## config.mk

```make
export PLATFORM = sky130hd
export DESIGN_NAME = pov_onoff_ref
export DESIGN_NICKNAME = d
export VERILOG_FILES = /design/src/pov_pkg.sv /design/src/pov_onoff_ref.sv
export SDC_FILE = /design/constraint.sdc
export NUM_CORES = 1
export LEC_CHECK = 0
export BUFFER_PORTS_ARGS = -buffer_cell sky130_fd_sc_hd__buf_2
export CAP_MARGIN = 10
export CORE_MARGIN = 3
export CORE_UTILIZATION = 51
export CTS_CLUSTER_DIAMETER = 60
export DETAILED_ROUTE_END_ITERATION = 10
export GPL_TIMING_DRIVEN = 1
export PLACE_DENSITY_LB_ADDON = 0.12
export RECOVER_POWER = 50
export SLEW_MARGIN = 20
export SYNTH_ARGS = -nofsm -noshare
export SYNTH_HDL_FRONTEND = slang
export SYNTH_SLANG_ARGS = --single-unit
```

## constraint.sdc

```tcl
create_clock -name core_clk -period 6.8 [get_ports core_clk]
set_input_delay 1.7 -clock core_clk [delete_from_list [all_inputs] [get_ports core_clk]]
set_output_delay 1.7 -clock core_clk [all_outputs]
set_load 0.005 [all_outputs]
```

## src/pov_pkg.sv

```systemverilog
// Package with constants and carrier types for the on/off, address and reference block.
package pov_pkg;
	localparam int ADDR_DIGIT_W = 3;
	localparam int ADDR_W = 7;
	localparam logic [6:0] FALLBACK_ADDR = 7'h7f;
	localparam logic [2:0] OCTAL_MAX = 3'h7;
	localparam int CODE_W = 16;
	// Reference and offsets are in 2 mV steps, signed, linear with exponent -9 style.
	localparam int VOUT_EXP = -9;
	localparam logic [7:0] OUTPUT_FORMAT_CODE = 8'h17;
	localparam int STEP_MV = 2;
	localparam int NOMINAL_MV = 600;
	localparam logic signed [15:0] NOMINAL_STEPS = 16'sd300;
	localparam logic signed [15:0] TRIM_MIN_STEPS = -16'sd60;
	localparam logic signed [15:0] TRIM_MAX_STEPS = 16'sd30;
	localparam logic signed [15:0] TOTAL_MIN_STEPS = -16'sd90;
	localparam logic signed [15:0] TOTAL_MAX_STEPS = 16'sd30;
	localparam logic [1:0] RESET_MARGIN = 2'h0;
	localparam int BUS_100K_HZ = 100000;
	localparam int BUS_400K_HZ = 400000;

	typedef enum logic [1:0] {
		POV_PIN_ONLY,
		POV_CMD_ONLY,
		POV_BOTH,
		POV_ALWAYS
	} pov_policy_type;

	typedef enum logic [1:0] {
		POV_NO_MARGIN,
		POV_MARGIN_HIGH,
		POV_MARGIN_LOW,
		POV_MARGIN_RSVD
	} pov_margin_type;

	typedef struct packed {
		logic [2:0] digit;
		logic valid;
	} pov_strap_type;

	typedef struct packed {
		logic signed [15:0] trim;
		logic signed [15:0] marginHigh;
		logic signed [15:0] marginLow;
	} pov_ref_cfg_type;
endpackage
```

## src/pov_onoff_ref.sv

```systemverilog
// On/off policy, strapped address and feedback reference computation.
`timescale 1ns/10ps
// Summary of operation
// - Pin-only policy: regulation follows the enable pin, run command ignored.
// - Command-only policy: regulation follows the run command, pin ignored.
// - Combined policy: regulate only while pin and run command both request it.
// - Enable pin polarity is selectable, active high or active low.
// - Address is two octal strap digits, high strap upper, giving 0 to 63.
// - Any out-of-range strap makes the device answer only at address 127.
// - Serial interface works at 100 kHz or 400 kHz bus clock.
// - Numeric arguments use linear format, mantissa times two to the exponent.
// - Trim offset is in 2 mV steps, accepted from -20% to +10%.
// - Margin select chooses no margin, margin high or margin low.
// - Reference is 0.6 V plus trim, plus margin step when margining.
// - Trim plus margin is clamped to -30% to +10% around 600 mV.
// - Second feedback tied to bias rail gives two-phase on first error voltage.
// - Two-phase mode watches faults on first feedback only; both channels react.
// - Output voltage values use linear exponent -9, shown by a format indicator.
module pov_onoff_ref
	import pov_pkg::*;
(
	input wire logic core_clk,
	input wire logic reset,
	input wire logic channel_enable_pin,
	input wire logic second_channel_enable_pin,
	input wire pov_strap_type low_address_strap,
	input wire pov_strap_type high_address_strap,
	input wire logic second_feedback_input,
	input wire logic first_fault,
	input wire logic second_fault,
	input wire pov_policy_type onOffPolicy,
	input wire logic pinActiveLow,
	input wire logic runCommand,
	input wire pov_margin_type marginSelect,
	input wire pov_ref_cfg_type refConfig,
	output logic [1:0] channelRun,
	output logic [6:0] busAddress,
	output logic signed [15:0] refSteps,
	output logic trimAccepted,
	output logic twoPhase,
	output logic second_error_voltage,
	output logic [1:0] channelFault,
	output logic [7:0] output_format_indicator
);
	logic [1:0] pinMeta;
	logic [1:0] pinSync;
	logic [7:0] strapMeta;
	logic [7:0] strapSync;
	logic bpMeta;
	logic bpSync;
	logic signed [15:0] trimHeld;
	logic [1:0] next_run;
	logic signed [15:0] next_offset;

	// A serial engine sampling the bus on this clock needs headroom even at the fast rate.
	localparam int CORE_CLK_HZ = 250000000;
	if (CORE_CLK_HZ < 8 * BUS_400K_HZ) begin : gen_rate_check
		$error("core clock too slow for the serial bus rates");
	end

	// Pins and straps come from outside the clock domain.
	always_ff @(posedge core_clk) begin
		pinMeta <= {second_channel_enable_pin, channel_enable_pin};
		pinSync <= pinMeta;
		strapMeta <= {high_address_strap, low_address_strap};
		strapSync <= strapMeta;
		bpMeta <= second_feedback_input;
		bpSync <= bpMeta;
	end

	always_comb begin
		logic [1:0] pinReq;
		logic [1:0] pinUse;
		pinReq = pinSync ^ {2{pinActiveLow}};
		// The second pin is unused in two-phase mode; channel one drives both phases.
		pinUse = twoPhase ? {2{pinReq[0]}} : pinReq;
		case (onOffPolicy)
			POV_PIN_ONLY: next_run = pinUse;
			POV_CMD_ONLY: next_run = {2{runCommand}};
			POV_BOTH: next_run = pinUse & {2{runCommand}};
			default: next_run = 2'h3;
		endcase
	end

	always_ff @(posedge core_clk) begin
		if (reset) begin
			channelRun <= 2'h0;
		end else begin
			channelRun <= next_run;
		end
	end

	always_ff @(posedge core_clk) begin
		if (reset) begin
			busAddress <= FALLBACK_ADDR;
		end else if (strapSync[0] && strapSync[4]) begin
			busAddress <= {1'b0, strapSync[7:5], strapSync[3:1]};
		end else begin
			busAddress <= FALLBACK_ADDR;
		end
	end

	// Out-of-range trim writes are refused and the last accepted value is kept.
	always_ff @(posedge core_clk) begin
		if (reset) begin
			trimHeld <= 16'sd0;
			trimAccepted <= 1'b0;
		end else if (refConfig.trim >= TRIM_MIN_STEPS && refConfig.trim <= TRIM_MAX_STEPS) begin
			trimHeld <= refConfig.trim;
			trimAccepted <= 1'b1;
		end else begin
			trimAccepted <= 1'b0;
		end
	end

	// One extra bit keeps a large margin step from wrapping before the clamp sees it.
	always_comb begin
		logic signed [16:0] sum;
		sum = 17'(trimHeld);
		case (marginSelect)
			POV_MARGIN_HIGH: sum = 17'(trimHeld) + 17'(refConfig.marginHigh);
			POV_MARGIN_LOW: sum = 17'(trimHeld) + 17'(refConfig.marginLow);
			default: sum = 17'(trimHeld);
		endcase
		if (sum < 17'(TOTAL_MIN_STEPS)) begin
			next_offset = TOTAL_MIN_STEPS;
		end else if (sum > 17'(TOTAL_MAX_STEPS)) begin
			next_offset = TOTAL_MAX_STEPS;
		end else begin
			next_offset = 16'(sum);
		end
	end

	// Reference is reported in 2 mV units, so 300 means 600 mV.
	always_ff @(posedge core_clk) begin
		if (reset) begin
			refSteps <= NOMINAL_STEPS;
		end else begin
			refSteps <= 16'(NOMINAL_STEPS + next_offset);
		end
	end

	always_ff @(posedge core_clk) begin
		if (reset) begin
			twoPhase <= 1'b0;
			second_error_voltage <= 1'b0;
			channelFault <= 2'h0;
			output_format_indicator <= 8'h00;
		end else begin
			twoPhase <= bpSync;
			second_error_voltage <= bpSync;
			channelFault <= bpSync ? {2{first_fault}} : {second_fault, first_fault};
			output_format_indicator <= OUTPUT_FORMAT_CODE;
		end
	end

	// Every result is registered, so each triggered check looks one edge after its cause; the range checks hold on every edge.
	chk_cmd_only_run: assert property (@(posedge core_clk) disable iff (reset)
		onOffPolicy == POV_CMD_ONLY |=> channelRun == {2{$past(runCommand)}})
		else $error("command-only run mismatch");
	chk_pin_only_run: assert property (@(posedge core_clk) disable iff (reset)
		onOffPolicy == POV_PIN_ONLY && !twoPhase
		|=> channelRun[0] == ($past(pinSync[0]) ^ $past(pinActiveLow)))
		else $error("pin-only run mismatch");
	chk_pin2_only: assert property (@(posedge core_clk) disable iff (reset)
		onOffPolicy == POV_PIN_ONLY && !twoPhase
		|=> channelRun[1] == ($past(pinSync[1]) ^ $past(pinActiveLow)))
		else $error("second channel pin-only run mismatch");
	chk_twophase_pins: assert property (@(posedge core_clk) disable iff (reset)
		onOffPolicy == POV_PIN_ONLY && twoPhase
		|=> channelRun == {2{$past(pinSync[0]) ^ $past(pinActiveLow)}})
		else $error("two-phase run does not follow first pin");
	chk_both_needed: assert property (@(posedge core_clk) disable iff (reset)
		onOffPolicy == POV_BOTH && !runCommand |=> channelRun == 2'h0)
		else $error("combined policy ran without command");
	chk_both_run: assert property (@(posedge core_clk) disable iff (reset)
		onOffPolicy == POV_BOTH && runCommand && !twoPhase
		|=> channelRun == ($past(pinSync) ^ {2{$past(pinActiveLow)}}))
		else $error("combined policy ignored pin");
	chk_fallback_addr: assert property (@(posedge core_clk) disable iff (reset)
		!strapSync[0] |=> busAddress == 7'h7f)
		else $error("bad strap did not give fallback address");
	chk_high_fallback: assert property (@(posedge core_clk) disable iff (reset)
		!strapSync[4] |=> busAddress == 7'h7f)
		else $error("bad high strap did not give fallback address");
	chk_strap_addr: assert property (@(posedge core_clk) disable iff (reset)
		strapSync[0] && strapSync[4]
		|=> busAddress == {1'b0, $past(strapSync[7:5]), $past(strapSync[3:1])})
		else $error("strapped address wrong");
	chk_addr_range: assert property (@(posedge core_clk) disable iff (reset)
		busAddress <= 7'h3f || busAddress == 7'h7f)
		else $error("address outside strapped range");
	chk_ref_band: assert property (@(posedge core_clk) disable iff (reset)
		refSteps >= 16'sd210 && refSteps <= 16'sd330)
		else $error("reference outside band");
	chk_clamp_high: assert property (@(posedge core_clk) disable iff (reset)
		marginSelect == POV_MARGIN_HIGH && refConfig.marginHigh > 16'sh0078
		|=> refSteps == 16'sh014a)
		else $error("large high margin not clamped");
	chk_clamp_low: assert property (@(posedge core_clk) disable iff (reset)
		marginSelect == POV_MARGIN_LOW && refConfig.marginLow < -16'sh0078
		|=> refSteps == 16'sh00d2)
		else $error("large low margin not clamped");
	chk_nomargin_ref: assert property (@(posedge core_clk) disable iff (reset)
		marginSelect == POV_NO_MARGIN ##1 marginSelect == POV_NO_MARGIN
		|=> refSteps == 16'($past(trimHeld) + 16'sd300))
		else $error("no-margin reference wrong");
	chk_rsvd_margin_ref: assert property (@(posedge core_clk) disable iff (reset)
		marginSelect == POV_MARGIN_RSVD ##1 marginSelect == POV_MARGIN_RSVD
		|=> refSteps == 16'($past(trimHeld) + 16'sd300))
		else $error("unused margin code not treated as no margin");
	chk_trim_range: assert property (@(posedge core_clk) disable iff (reset)
		trimHeld >= -16'sd60 && trimHeld <= 16'sd30)
		else $error("held trim out of range");
	chk_trim_taken: assert property (@(posedge core_clk) disable iff (reset)
		refConfig.trim >= TRIM_MIN_STEPS && refConfig.trim <= TRIM_MAX_STEPS
		|=> trimAccepted && trimHeld == $past(refConfig.trim))
		else $error("in-range trim not taken");
	chk_trim_refused: assert property (@(posedge core_clk) disable iff (reset)
		refConfig.trim < TRIM_MIN_STEPS || refConfig.trim > TRIM_MAX_STEPS
		|=> !trimAccepted && $stable(trimHeld))
		else $error("out-of-range trim not refused");
	chk_twophase_flags: assert property (@(posedge core_clk) disable iff (reset)
		bpSync |=> twoPhase && second_error_voltage)
		else $error("two-phase mode not indicated");
	chk_twophase_fault: assert property (@(posedge core_clk) disable iff (reset)
		bpSync |=> channelFault == {2{$past(first_fault)}})
		else $error("two-phase fault not shared");
	chk_fault_split: assert property (@(posedge core_clk) disable iff (reset)
		!bpSync |=> channelFault == {$past(second_fault), $past(first_fault)})
		else $error("dual-channel faults not independent");
	chk_format_code: assert property (@(posedge core_clk) disable iff (reset)
		$past(reset) == 1'b0 |-> output_format_indicator == 8'h17)
		else $error("format indicator wrong");
endmodule // pov_onoff_ref

```

==> load_flow_metrics.sql, run 1 <==
INSERT INTO impl_metrics (metric_group, metric, value, unit) VALUES
('run_status', 'outcome', 'finished clean', ''),
('global_route', 'number_of_global_route_vias_before_repair', '2802', ''),
('synthesis', 'postSynthRegisterBits', '68', ''),
('synthesis', 'ys.warnings.count', '0', ''),
('finish', 'diodes', '0', ''),
('critical_path', 'worst_path_cell_trace', 'buf_2 > inv_1 > ha_1 > buf_4 > mux2_2 > ha_1 > a21oi_1 > o21ai_0 > mux2i_1 > o41ai_1 > a311oi_1 > o21ai_1 > nor3_2 > nor2_1 > nor3_1 > ha_1 > nand2b_1 > o211ai_1 > xnor2_1 > nor2_1', ''),
('sta', 'worst_clock_skew', '0.00783', 'ns'),
('finish', 'most_used_cells_in_the_layout_excluding_fill_and_tap_cells', 'buf_2 (87), dfxtp_1 (68), nor2_1 (25), nand2_1 (23), ha_1 (18)', ''),
('global_route', 'wire_length_of_the_first_global_routing_pass', '12700', 'um'),
('power_and_ir_drop', 'leakage', '1.80', 'nW'),
('global_route', 'total_grt_usage', '21.0', '%'),
('power_and_ir_drop', 'design_power_total', '0.948', 'mW'),
('cts', 'ctsResizeCount', '0', ''),
('finish', 'final_cell_area', '4230', 'um^2'),
('die', 'fp.dieArea', '7820', 'um^2'),
('critical_path', 'max_stage_delay', '0.46', 'ns'),
('synthesis', 'ys.flop_type', 'dfxtp_1', ''),
('cts', 'clk-insertion-delay-late', '0.34', 'ns'),
('synthesis', 'post_syn_area', '3470', 'um^2'),
('global_route', 'gr-total-overflow', '0', ''),
('sta', 'timing.hold.ws', '0.328', 'ns'),
('finish', 'leading_cell_type_in_the_layout_fill_and_taps_excluded', 'buf_2', ''),
('sta', 'setup_total_negative_slack', '0', 'ns'),
('sta', 'period_needed', '5.89', 'ns'),
('cts', 'cts_buffers', '9', ''),
('drt', 'postRouteAntennaNets', '0', ''),
('drt', 'drt_iter0_markers', '198', ''),
('critical_path', 'worst-r2r-cell-count', '17', ''),
('die', 'rows', '29', ''),
('cts', 'clkSlewWorstSetupHoldPaths', '0.08', 'ns'),
('place', 'dpl-instance-area', '4020', 'um^2'),
('sta', 'finalSetupViolations', '0', ''),
('critical_path', 'critical_path.endpoint_type', 'flop', ''),
('finish', 'layout.area.seq', '1360', 'um^2'),
('sta', 'worst_pin_slew', '1.00', 'ns'),
('power_and_ir_drop', 'power_per_cell_area', '224', 'nW/um^2'),
('finish', 'multiInputGateArea', '1990', 'um^2'),
('drt', 'drc', '0', ''),
('cts', 'clock_sink_count', '68', ''),
('drt', 'wl_per_cell', '14.8', 'um'),
('global_route', 'antenna_found_initial', '0', ''),
('cts', 'max-clock-path-buffers', '2', ''),
('place', 'place_inst', '529', ''),
('cts', 'h-tree-depth', '3', ''),
('drt', 'detail_route.first_pass.iterations', '4', ''),
('critical_path', 'worstPathRequired', '7.01', 'ns'),
('place', 'place.detailed.hpwl', '6190', 'um'),
('die', 'coreArea', '6460', 'um^2'),
('finish', 'layout-area-overhead-vs-synth', '21.9', '%'),
('cts', 'post_cts_hold_fix_bufs', '0', ''),
('drt', 'routed-via-count', '2999', ''),
('critical_path', 'critical-path-top-delay-family', 'compound AO/OA/AOI/OAI gates', ''),
('critical_path', 'critical_path_class', 'primary input to flop', ''),
('cts', 'post_cts_buffers', '0', ''),
('critical_path', 'critical_path_slowest_stage_cell', 'a311oi_1', ''),
('synthesis', 'number_of_synthesized_flops_with_an_enable_pin', '0', ''),
('global_route', 'grt_start_max_net_pins', '20', ''),
('sta', 'timing_hold_violations_final', '0', ''),
('min_path', 'min-delay-path-class', 'flop to flop', ''),
('job', 'max_cap_violations', '0', ''),
('die', 'fp.dieH', '88.5', 'um'),
('critical_path', 'worstSetupStartpointType', 'primary input', ''),
('sta', 'fmaxAchievable', '170', 'MHz'),
('place', 'placer_congestion', '0.943', ''),
('synthesis', 'ys_async_sr_fraction', '0', '%'),
('drt', 'vias_per_cell', '5.50', ''),
('synthesis', 'synth_sequential_area_ratio', '39.3', '%'),
('power_and_ir_drop', 'ir_worst_vdd', '0.000198', 'V'),
('min_path', 'hold_depth', '0', ''),
('sta', 'final-max-slew-violation-count', '0', ''),
('cts', 'cts_tree', 'done', '');
-- path summary, 6_finish.rpt --
kind / from / to
setup / recovery: marginSelect[0] / refSteps[6]
hold / removal: strapMeta[5] / strapSync[5]
setup reg to reg: trimHeld[0] / refSteps[6]
hold reg to reg: strapMeta[5] / strapSync[5]
-- synthesized netlist by cell type (all sizes together), types with 4 or more instances --
cell type	number	area (um^2)
dfxtp	68	1360
nor2	25	93.8
nand2	24	92.6
a21oi	21	120
ha	18	225
mux2	17	191
buf	14	88.8
o21a	13	97.6
inv	12	45.0
o21ai	12	63.8
mux2i	11	110
a211oi	10	90.1
nand3	9	50.1
nor3	9	50.1
or2	8	50.1
o31ai	7	93.8
xor2	7	61.3
nand4	6	37.5
nor4	6	43.8
nor2b	5	38.8
a31oi	4	31.3
clkbuf	4	15.0
o211ai	4	40.0
xnor2	4	35.0
-- layout make-up --
cell class,count,share of cell area (%)
clock inverter,7,2.34
inverter,12,1.07
clock buffer,9,2.93
sequential,68,32.2
timing repair buffer,104,12.0
multi-input combinational,268,47.2
tap,77,2.28
-- power by group --
part	switching [mW]	internal [mW]	total, mW
clock network	0.162	0.209	0.371
logic	0.0864	0.0683	0.155
registers	0.00524	0.417	0.423
-- routing by layer --
metal / vias to the layer above / GRT usage, % / wire [um]
met1: 1366 / 26.6 / 3480
li1: 1497 / - / -
met3: 19 / 4.84 / 588
met2: 117 / 35.0 / 3820
met5: - / 0 / 0
met4: 0 / 7.97 / 177
-- sequential cells by signal, indices dropped and copies added, names as in the netlist --
name                     count
strapMeta                    8
pinSync                      2
busAddress                   7
bpMeta                       1
output_format_indicator      1
strapSync                    8
pinMeta                      2
channelFault                 2
bpSync                       1
trimAccepted                 1
second_error_voltage         1
trimHeld                    16
channelRun                   2
refSteps                    16
-- metrics by stage --
step | worst slack (ns) | utilization, %
final | 0.908 | 65.4
after global routing | 0.614 | 65.4
after CTS | 1.02 | 65.7
after detailed placement | 0.705 | 62.3
after global placement | 0.865 | 62.3
after floorplan | 1.06 | -
-- cells by family after synthesis --
logic type | after synthesis | synth area share [%]
buf+inv | 30 | 4.29
flops | 68 | 39.3
simple gates | 112 | 17.4
mux | 28 | 8.70
fa+ha+maj | 19 | 7.07
compound gates | 87 | 20.4
xor+xnor | 11 | 2.78
other cells | 1 | 0.108
-- worst reg2reg max path, delay by kind of cell, from the launching register on --
family          cells  cell delay, ns
flops               1            0.41
compound gates      6            1.24
xor+xnor            1            0.20
fa+ha+maj           3            0.97
buf+inv             1            0.07
simple gates        6            1.07
(Power assumes the default switching activity.)
==> run 2: changes to the inputs <==
PLACE_DENSITY = 0.77   (was not set)
PLACE_DENSITY_LB_ADDON = not set   (was 0.12)
==> run 2 against run 1 <==
- sequential power about the same
- non-clock buffer count unchanged
- fmax decreased by 0.79%
- total power decreased by 2.8%
- cell count unchanged
- clock-buffer cell count increased by 2
- largest cell class unchanged
- critical path depth unchanged
- critical endpoint is now refSteps[8]
- clock power decreased by 7.3%
- sequential cell count unchanged
- via count decreased by 0.27%
==> load_flow_metrics.sql, run 2 (same netlist as run 1, synthesis figures left out) <==
INSERT INTO impl_metrics (metric_group, metric, value, unit) VALUES
('die', 'fp.dieH', '88.5', 'um'),
('power_and_ir_drop', 'power_per_cell_area', '219', 'nW/um^2'),
('cts', 'clock_sink_count', '68', ''),
('die', 'design.portCount', '107', ''),
('power_and_ir_drop', 'design_power_total', '0.921', 'mW'),
('drt', 'drt_iter0_markers', '138', ''),
('finish', 'final_net_count', '551', ''),
('place', 'port-buffer-count', '102', ''),
('finish', 'biggestRegsByFlops', 'refSteps x16, trimHeld x16', ''),
('place', 'place.detailed.hpwl', '6430', 'um'),
('sta', 'final-max-slew-violation-count', '0', ''),
('finish', 'final_layout_size_suffix_gt1_share', '32.5', '%'),
('critical_path', 'critical_path_class', 'primary input to flop', ''),
('critical_path', 'rrSetupSlack', '2.77', 'ns'),
('global_route', 'global_route.usage.met1', '25.9', '%'),
('critical_path', 'worst-path-max-fanout', '13', ''),
('power_and_ir_drop', 'leakage', '1.79', 'nW'),
('job', 'max_cap_violations', '0', ''),
('drt', 'postRouteAntennaNets', '0', ''),
('global_route', 'grt_start_max_net_pins', '19', ''),
('cts', 'cts_buffers', '9', ''),
('global_route', 'total_grt_usage', '21.8', '%'),
('global_route', 'global_route.peak_usage_layer', 'met2', ''),
('die', 'coreArea', '6460', 'um^2'),
('drt', 'detail_route.first_pass.iterations', '4', ''),
('global_route', 'gr-total-overflow', '0', ''),
('cts', 'post_cts_buffers', '0', ''),
('run_status', 'outcome', 'finished clean', ''),
('cts', 'clk-insertion-delay-late', '0.34', 'ns'),
('cts', 'clock_tree.root_cell', 'clkbuf_8', ''),
('drt', 'wl_per_cell', '14.9', 'um'),
('sta', 'setup_total_negative_slack', '0', 'ns'),
('sta', 'portion_of_the_clock_cycle_consumed_by_the_worst_path_in_the_final_layout', '87.3', '%'),
('critical_path', 'worstSetupStartpointType', 'primary input', ''),
('die', 'fp.dieArea', '7820', 'um^2'),
('sta', 'period_needed', '5.94', 'ns'),
('finish', 'layout-area-overhead-vs-synth', '21.5', '%'),
('cts', 'cts_tree', 'done', ''),
('sta', 'fmaxAchievable', '168', 'MHz'),
('place', 'dpl_worst_slack', '0.549', 'ns'),
('global_route', 'antenna_found_initial', '0', ''),
('cts', 'max-clock-path-buffers', '2', ''),
('global_route', 'wire_length_of_the_first_global_routing_pass', '13200', 'um'),
('min_path', 'min-delay-path-class', 'flop to flop', ''),
('sta', 'grt_setup_unrepaired', 'false', ''),
('sta', 'timing_hold_violations_final', '0', ''),
('global_route', 'grt_use_met3', '4.75', '%'),
('critical_path', 'worstPathRequired', '7.03', 'ns'),
('die', 'die_w', '88.5', 'um'),
('place', 'placer_congestion', '0.893', ''),
('sta', 'maxSlewHeadroom', '44.5', '%'),
('die', 'starting_density_of_the_core', '53.7', '%'),
('drt', 'routed_wirelength', '8130', 'um'),
('finish', 'nFillCells', '542', ''),
('finish', 'diodes', '0', ''),
('cts', 'post_cts_hold_fix_bufs', '0', ''),
('critical_path', 'worst-endpoint-arrival', '6.17', 'ns'),
('power_and_ir_drop', 'ir_worst_vdd', '0.000220', 'V'),
('critical_path', 'critical_path.endpoint_type', 'flop', ''),
('finish', 'most_used_cells_in_the_layout_excluding_fill_and_tap_cells', 'buf_2 (85), dfxtp_1 (68), nor2_1 (25), nand2_1 (23), ha_1 (18)', ''),
('drt', 'vias_per_cell', '5.49', ''),
('sta', 'finalSetupViolations', '0', ''),
('finish', 'leading_cell_type_in_the_layout_fill_and_taps_excluded', 'buf_2', ''),
('sta', 'finalWorstSetupSlack', '0.861', 'ns'),
('finish', 'finalNonFillerCells', '545', ''),
('cts', 'h-tree-depth', '3', ''),
('drt', 'drc', '0', ''),
('die', 'rows', '29', ''),
('drt', 'routed-via-count', '2991', ''),
('sta', 'worst_pin_slew', '0.830', 'ns'),
('cts', 'clkSlewWorstSetupHoldPaths', '0.07', 'ns'),
('place', 'place_inst', '529', ''),
('sta', 'worst_clock_skew', '0.00956', 'ns'),
('cts', 'ctsResizeCount', '0', ''),
('global_route', 'number_of_global_route_vias_before_repair', '2916', ''),
('global_route', 'groute.layer.met2.usage', '37.7', '%');
run 2: cell types whose count changed in the layout (fill, tap and decap cells not counted), sizes merged:
cell	change
clkbuf	+4
inv	-2
clkinv	+1
buf	-2
bufinv	-1
run 2: worst max-delay path, cell delays in order:
cell and delay (ns):
buf_2 0.10, inv_1 0.04, ha_1 0.51, mux2_2 0.42, ha_1 0.23, inv_1 0.08
fa_1 0.25, nor2b_4 0.07, o31ai_4 0.35, a211oi_1 0.20, o21a_1 0.24, o31ai_4 0.26
nand4_1 0.18, nor3_2 0.31, nor2_1 0.16, nor3_1 0.27, ha_1 0.28, a311o_1 0.14
o211ai_1 0.13, a31o_2 0.27
run 2: worst paths after layout:
path	from	end	depth (start not counted)
max	marginSelect[0]	refSteps[8]	20
min	bpMeta	bpSync	0
max reg2reg	trimHeld[0]	refSteps[8]	16
min reg2reg	bpMeta	bpSync	0
run 2: power breakdown:
group | leakage (nW) | internal (mW) | switching (mW) | total [mW]
Sequential | 0.564 | 0.417 | 0.00511 | 0.422
Clock | 0.106 | 0.190 | 0.154 | 0.344
Combinational | 1.12 | 0.0685 | 0.0864 | 0.155
run 2: final cells by class:
| type | count | area (um^2) | area share [%] |
|---|---|---|---|
| multi-input cells | 268 | 1990 | 47.3 |
| inverters | 12 | 45.0 | 1.07 |
| well taps | 77 | 96.3 | 2.29 |
| repair buffers | 104 | 504 | 12.0 |
| clock inverters | 5 | 60.1 | 1.43 |
| clock buffers | 11 | 151 | 3.59 |
| flip-flops and latches | 68 | 1360 | 32.3 |
run 2: per-stage QoR:
| step | instance area [um^2] | utilization, % | hold WS, ns |
|---|---|---|---|
| after CTS | 4230 | 65.6 | 0.331 |
| after global routing | 4210 | 65.2 | 0.339 |
| after global placement | 4020 | 62.3 | 0.311 |
| after floorplan | 3500 | - | 0.310 |
| final | 4210 | 65.2 | 0.331 |
| after detailed placement | 4020 | 62.3 | 0.313 |
run 2: layer usage:
metal,routed length [um],vias to the layer above
li1,-,1500
met1,3520,1377
met2,4030,97
met3,400,17
met4,180,0
met5,0,-
==> run 3: changes to the inputs <==
CORE_UTILIZATION = 53   (was 51)
CTS_BUF_LIST = sky130_fd_sc_hd__clkbuf_8   (was not set)
PLACE_DENSITY = 0.79   (was 0.77)
==> run 3 against run 2 <==
- sequential share of layout area stayed put
- clock power grew 4%
- clock skew grew 0.00079 ns
- wire length increased by 3.5%
- sequential power about the same
- critical path depth is 1 lower
- total power grew 1.6%
- via count is 0.90% higher
- cell count is 0.55% lower
- largest cell class unchanged
==> load_flow_metrics.sql, run 3 (same netlist as run 1, synthesis figures left out) <==
INSERT INTO impl_metrics (metric_group, metric, value, unit) VALUES
('run_status', 'outcome', 'finished clean', ''),
('drt', 'postRouteAntennaNets', '0', ''),
('place', 'place.detailed.hpwl', '6470', 'um'),
('sta', 'worst_clock_skew', '0.0104', 'ns'),
('power_and_ir_drop', 'power_per_cell_area', '222', 'nW/um^2'),
('critical_path', 'worst-endpoint-arrival', '6.01', 'ns'),
('drt', 'vias_per_cell', '5.57', ''),
('finish', 'most_used_cells_in_the_layout_excluding_fill_and_tap_cells', 'buf_2 (86), dfxtp_1 (68), nor2_1 (25), nand2_1 (23), ha_1 (18)', ''),
('cts', 'post_cts_buffers', '0', ''),
('die', 'rows', '28', ''),
('global_route', 'number_of_global_route_vias_before_repair', '2984', ''),
('sta', 'setup_total_negative_slack', '0', 'ns'),
('die', 'design.portCount', '107', ''),
('drt', 'routed-via-count', '3018', ''),
('power_and_ir_drop', 'ir_worst_vdd', '0.000212', 'V'),
('sta', 'final-max-slew-violation-count', '0', ''),
('die', 'fp.dieArea', '7550', 'um^2'),
('critical_path', 'crit_path_frequent_cell', 'ha_1', ''),
('drt', 'routed-wl-met2', '4220', 'um'),
('cts', 'post_cts_hold_fix_bufs', '0', ''),
('finish', 'layout-area-overhead-vs-synth', '21.5', '%'),
('global_route', 'antenna_found_initial', '0', ''),
('finish', 'biggestRegsByFlops', 'refSteps x16, trimHeld x16', ''),
('finish', 'multiInputGateArea', '1990', 'um^2'),
('cts', 'clock_tree.root_cell', 'clkbuf_8', ''),
('cts', 'ctsResizeCount', '0', ''),
('drt', 'detail_route.first_pass.iterations', '4', ''),
('place', 'port-buffer-count', '102', ''),
('finish', 'final_net_count', '551', ''),
('power_and_ir_drop', 'relative_contribution_of_sequential_cells_to_total_power', '45.2', '%'),
('finish', 'layout.area.seq', '1360', 'um^2'),
('critical_path', 'crit-reg2reg-capture', 'refSteps[8]', ''),
('power_and_ir_drop', 'netSwitchingFraction', '26.2', '%'),
('finish', 'nFillCells', '517', ''),
('critical_path', 'worst_path_cell_trace', 'buf_2 > inv_1 > ha_1 > buf_4 > mux2_2 > ha_1 > nand2_1 > o21ai_0 > mux2i_1 > o41ai_1 > a311oi_1 > o21ai_1 > nor3_2 > nor2_1 > nor3_1 > ha_1 > a311o_1 > o211ai_1 > a31o_2', ''),
('min_path', 'min_to', 'pinSync[1]', ''),
('critical_path', 'r2r_start', 'trimHeld[0]', ''),
('critical_path', 'critical_path_slowest_stage_cell', 'o21ai_0', ''),
('power_and_ir_drop', 'power.clock.fraction', '38.1', '%'),
('die', 'die_w', '86.9', 'um'),
('critical_path', 'worst-r2r-cell-count', '16', ''),
('die', 'fp.dieH', '86.9', 'um'),
('drt', 'drc', '0', ''),
('global_route', 'wire_length_of_the_first_global_routing_pass', '13500', 'um'),
('critical_path', 'rrSetupSlack', '2.77', 'ns'),
('sta', 'maxSlewHeadroom', '40.9', '%'),
('drt', 'routedLengthMet1', '3520', 'um'),
('power_and_ir_drop', 'leakage', '1.78', 'nW'),
('sta', 'timing.hold.ws', '0.324', 'ns'),
('finish', 'final_layout_size_suffix_gt1_share', '32.5', '%'),
('power_and_ir_drop', 'internal-power', '0.691', 'mW'),
('min_path', 'hold_depth', '0', ''),
('drt', 'routed_wirelength', '8410', 'um'),
('power_and_ir_drop', 'power.share.combinational', '16.7', '%'),
('job', 'max_cap_violations', '0', ''),
('sta', 'period_needed', '5.78', 'ns'),
('global_route', 'grt_start_max_net_pins', '22', ''),
('critical_path', 'critical_path_class', 'primary input to flop', ''),
('global_route', 'gr-total-overflow', '0', ''),
('cts', 'max-clock-path-buffers', '2', ''),
('sta', 'timing_hold_violations_final', '0', ''),
('cts', 'clk-insertion-delay-late', '0.34', 'ns'),
('global_route', 'total_grt_usage', '22.9', '%'),
('min_path', 'min-delay-start', 'pinMeta[1]', ''),
('cts', 'clock_sink_count', '68', ''),
('critical_path', 'worstSetupStartpointType', 'primary input', ''),
('sta', 'worst_pin_slew', '0.883', 'ns'),
('sta', 'finalSetupViolations', '0', ''),
('sta', 'portion_of_the_clock_cycle_consumed_by_the_worst_path_in_the_final_layout', '85.0', '%'),
('drt', 'wl_per_cell', '15.5', 'um'),
('finish', 'diodes', '0', ''),
('cts', 'cts_tree', 'done', ''),
('cts', 'cts_buffers', '9', ''),
('drt', 'detailroute.wirelength.met3', '518', 'um'),
('die', 'coreArea', '6130', 'um^2'),
('die', 'starting_density_of_the_core', '56.6', '%'),
('cts', 'h-tree-depth', '3', ''),
('place', 'placer_congestion', '0.991', ''),
('power_and_ir_drop', 'power_switching', '0.245', 'mW'),
('min_path', 'min-delay-path-class', 'flop to flop', ''),
('sta', 'grt_setup_unrepaired', 'false', ''),
('critical_path', 'max_stage_delay', '0.45', 'ns'),
('drt', 'drt_iter0_markers', '204', ''),
('cts', 'clkSlewWorstSetupHoldPaths', '0.07', 'ns'),
('finish', 'leading_cell_type_in_the_layout_fill_and_taps_excluded', 'buf_2', ''),
('critical_path', 'worst-path-max-fanout', '16', ''),
('drt', 'top_layer', 'met4', ''),
('sta', 'fmaxAchievable', '173', 'MHz'),
('critical_path', 'critical_path.endpoint_type', 'flop', ''),
('critical_path', 'worstPathRequired', '7.03', 'ns');
run 3: power by group through the flow:
stage	registers (mW)	logic, mW	clock network (mW)
after global routing	0.424	0.174	0.375
final	0.423	0.156	0.357
after global placement	0.431	0.152	0
after detailed placement	0.431	0.156	0
after CTS	0.422	0.157	0.366
after floorplan	0.433	0.101	0
run 3: worst max-delay path: cells and delay by family:
kind	cells	cell delay, ns
compound gates	7	1.69
fa+ha+maj	3	0.84
buf+inv	3	0.38
mux	2	0.60
simple gates	4	0.78
run 3: cell type report:
type / count / area share, %
multi-input cells: 268 / 47.3
flip-flops and latches: 68 / 32.3
repair buffers: 104 / 12.0
clock buffers: 9 / 2.94
well taps: 75 / 2.23
clock inverters: 6 / 2.11
inverters: 12 / 1.07
run 3: routing by layer:
metal / GRT usage (%) / up-vias
met5: 0 / -
met4: 10.6 / 0
met3: 4.16 / 14
met2: 39.2 / 110
met1: 27.7 / 1388
li1: - / 1506
run 3: through the flow:
| step | setup WS [ns] | instances | util, % | cell area (um^2) | total power [mW] |
|---|---|---|---|---|---|
| floorplan | 1.06 | 366 | - | 3500 | 0.534 |
| global placement | 0.887 | 527 | 65.6 | 4020 | 0.583 |
| detailed placement | 0.743 | 527 | 65.6 | 4020 | 0.588 |
| CTS | 1.09 | 542 | 69.0 | 4230 | 0.946 |
| global route | 0.549 | 542 | 68.7 | 4210 | 0.973 |
| finish | 1.02 | 542 | 68.7 | 4210 | 0.936 |
run 3: how the worst max path moves through the flow:
stage | startpoint | to | slack [ns] | depth (start not counted)
after floorplan | marginSelect[0] | refSteps[8] | 1.06 | 19
after global placement | marginSelect[0] | refSteps[8] | 0.89 | 19
after detailed placement | marginSelect[0] | refSteps[8] | 0.74 | 19
after CTS | marginSelect[0] | refSteps[8] | 1.09 | 19
after global routing | marginSelect[0] | refSteps[6] | 0.55 | 20
final | marginSelect[0] | refSteps[8] | 1.02 | 19
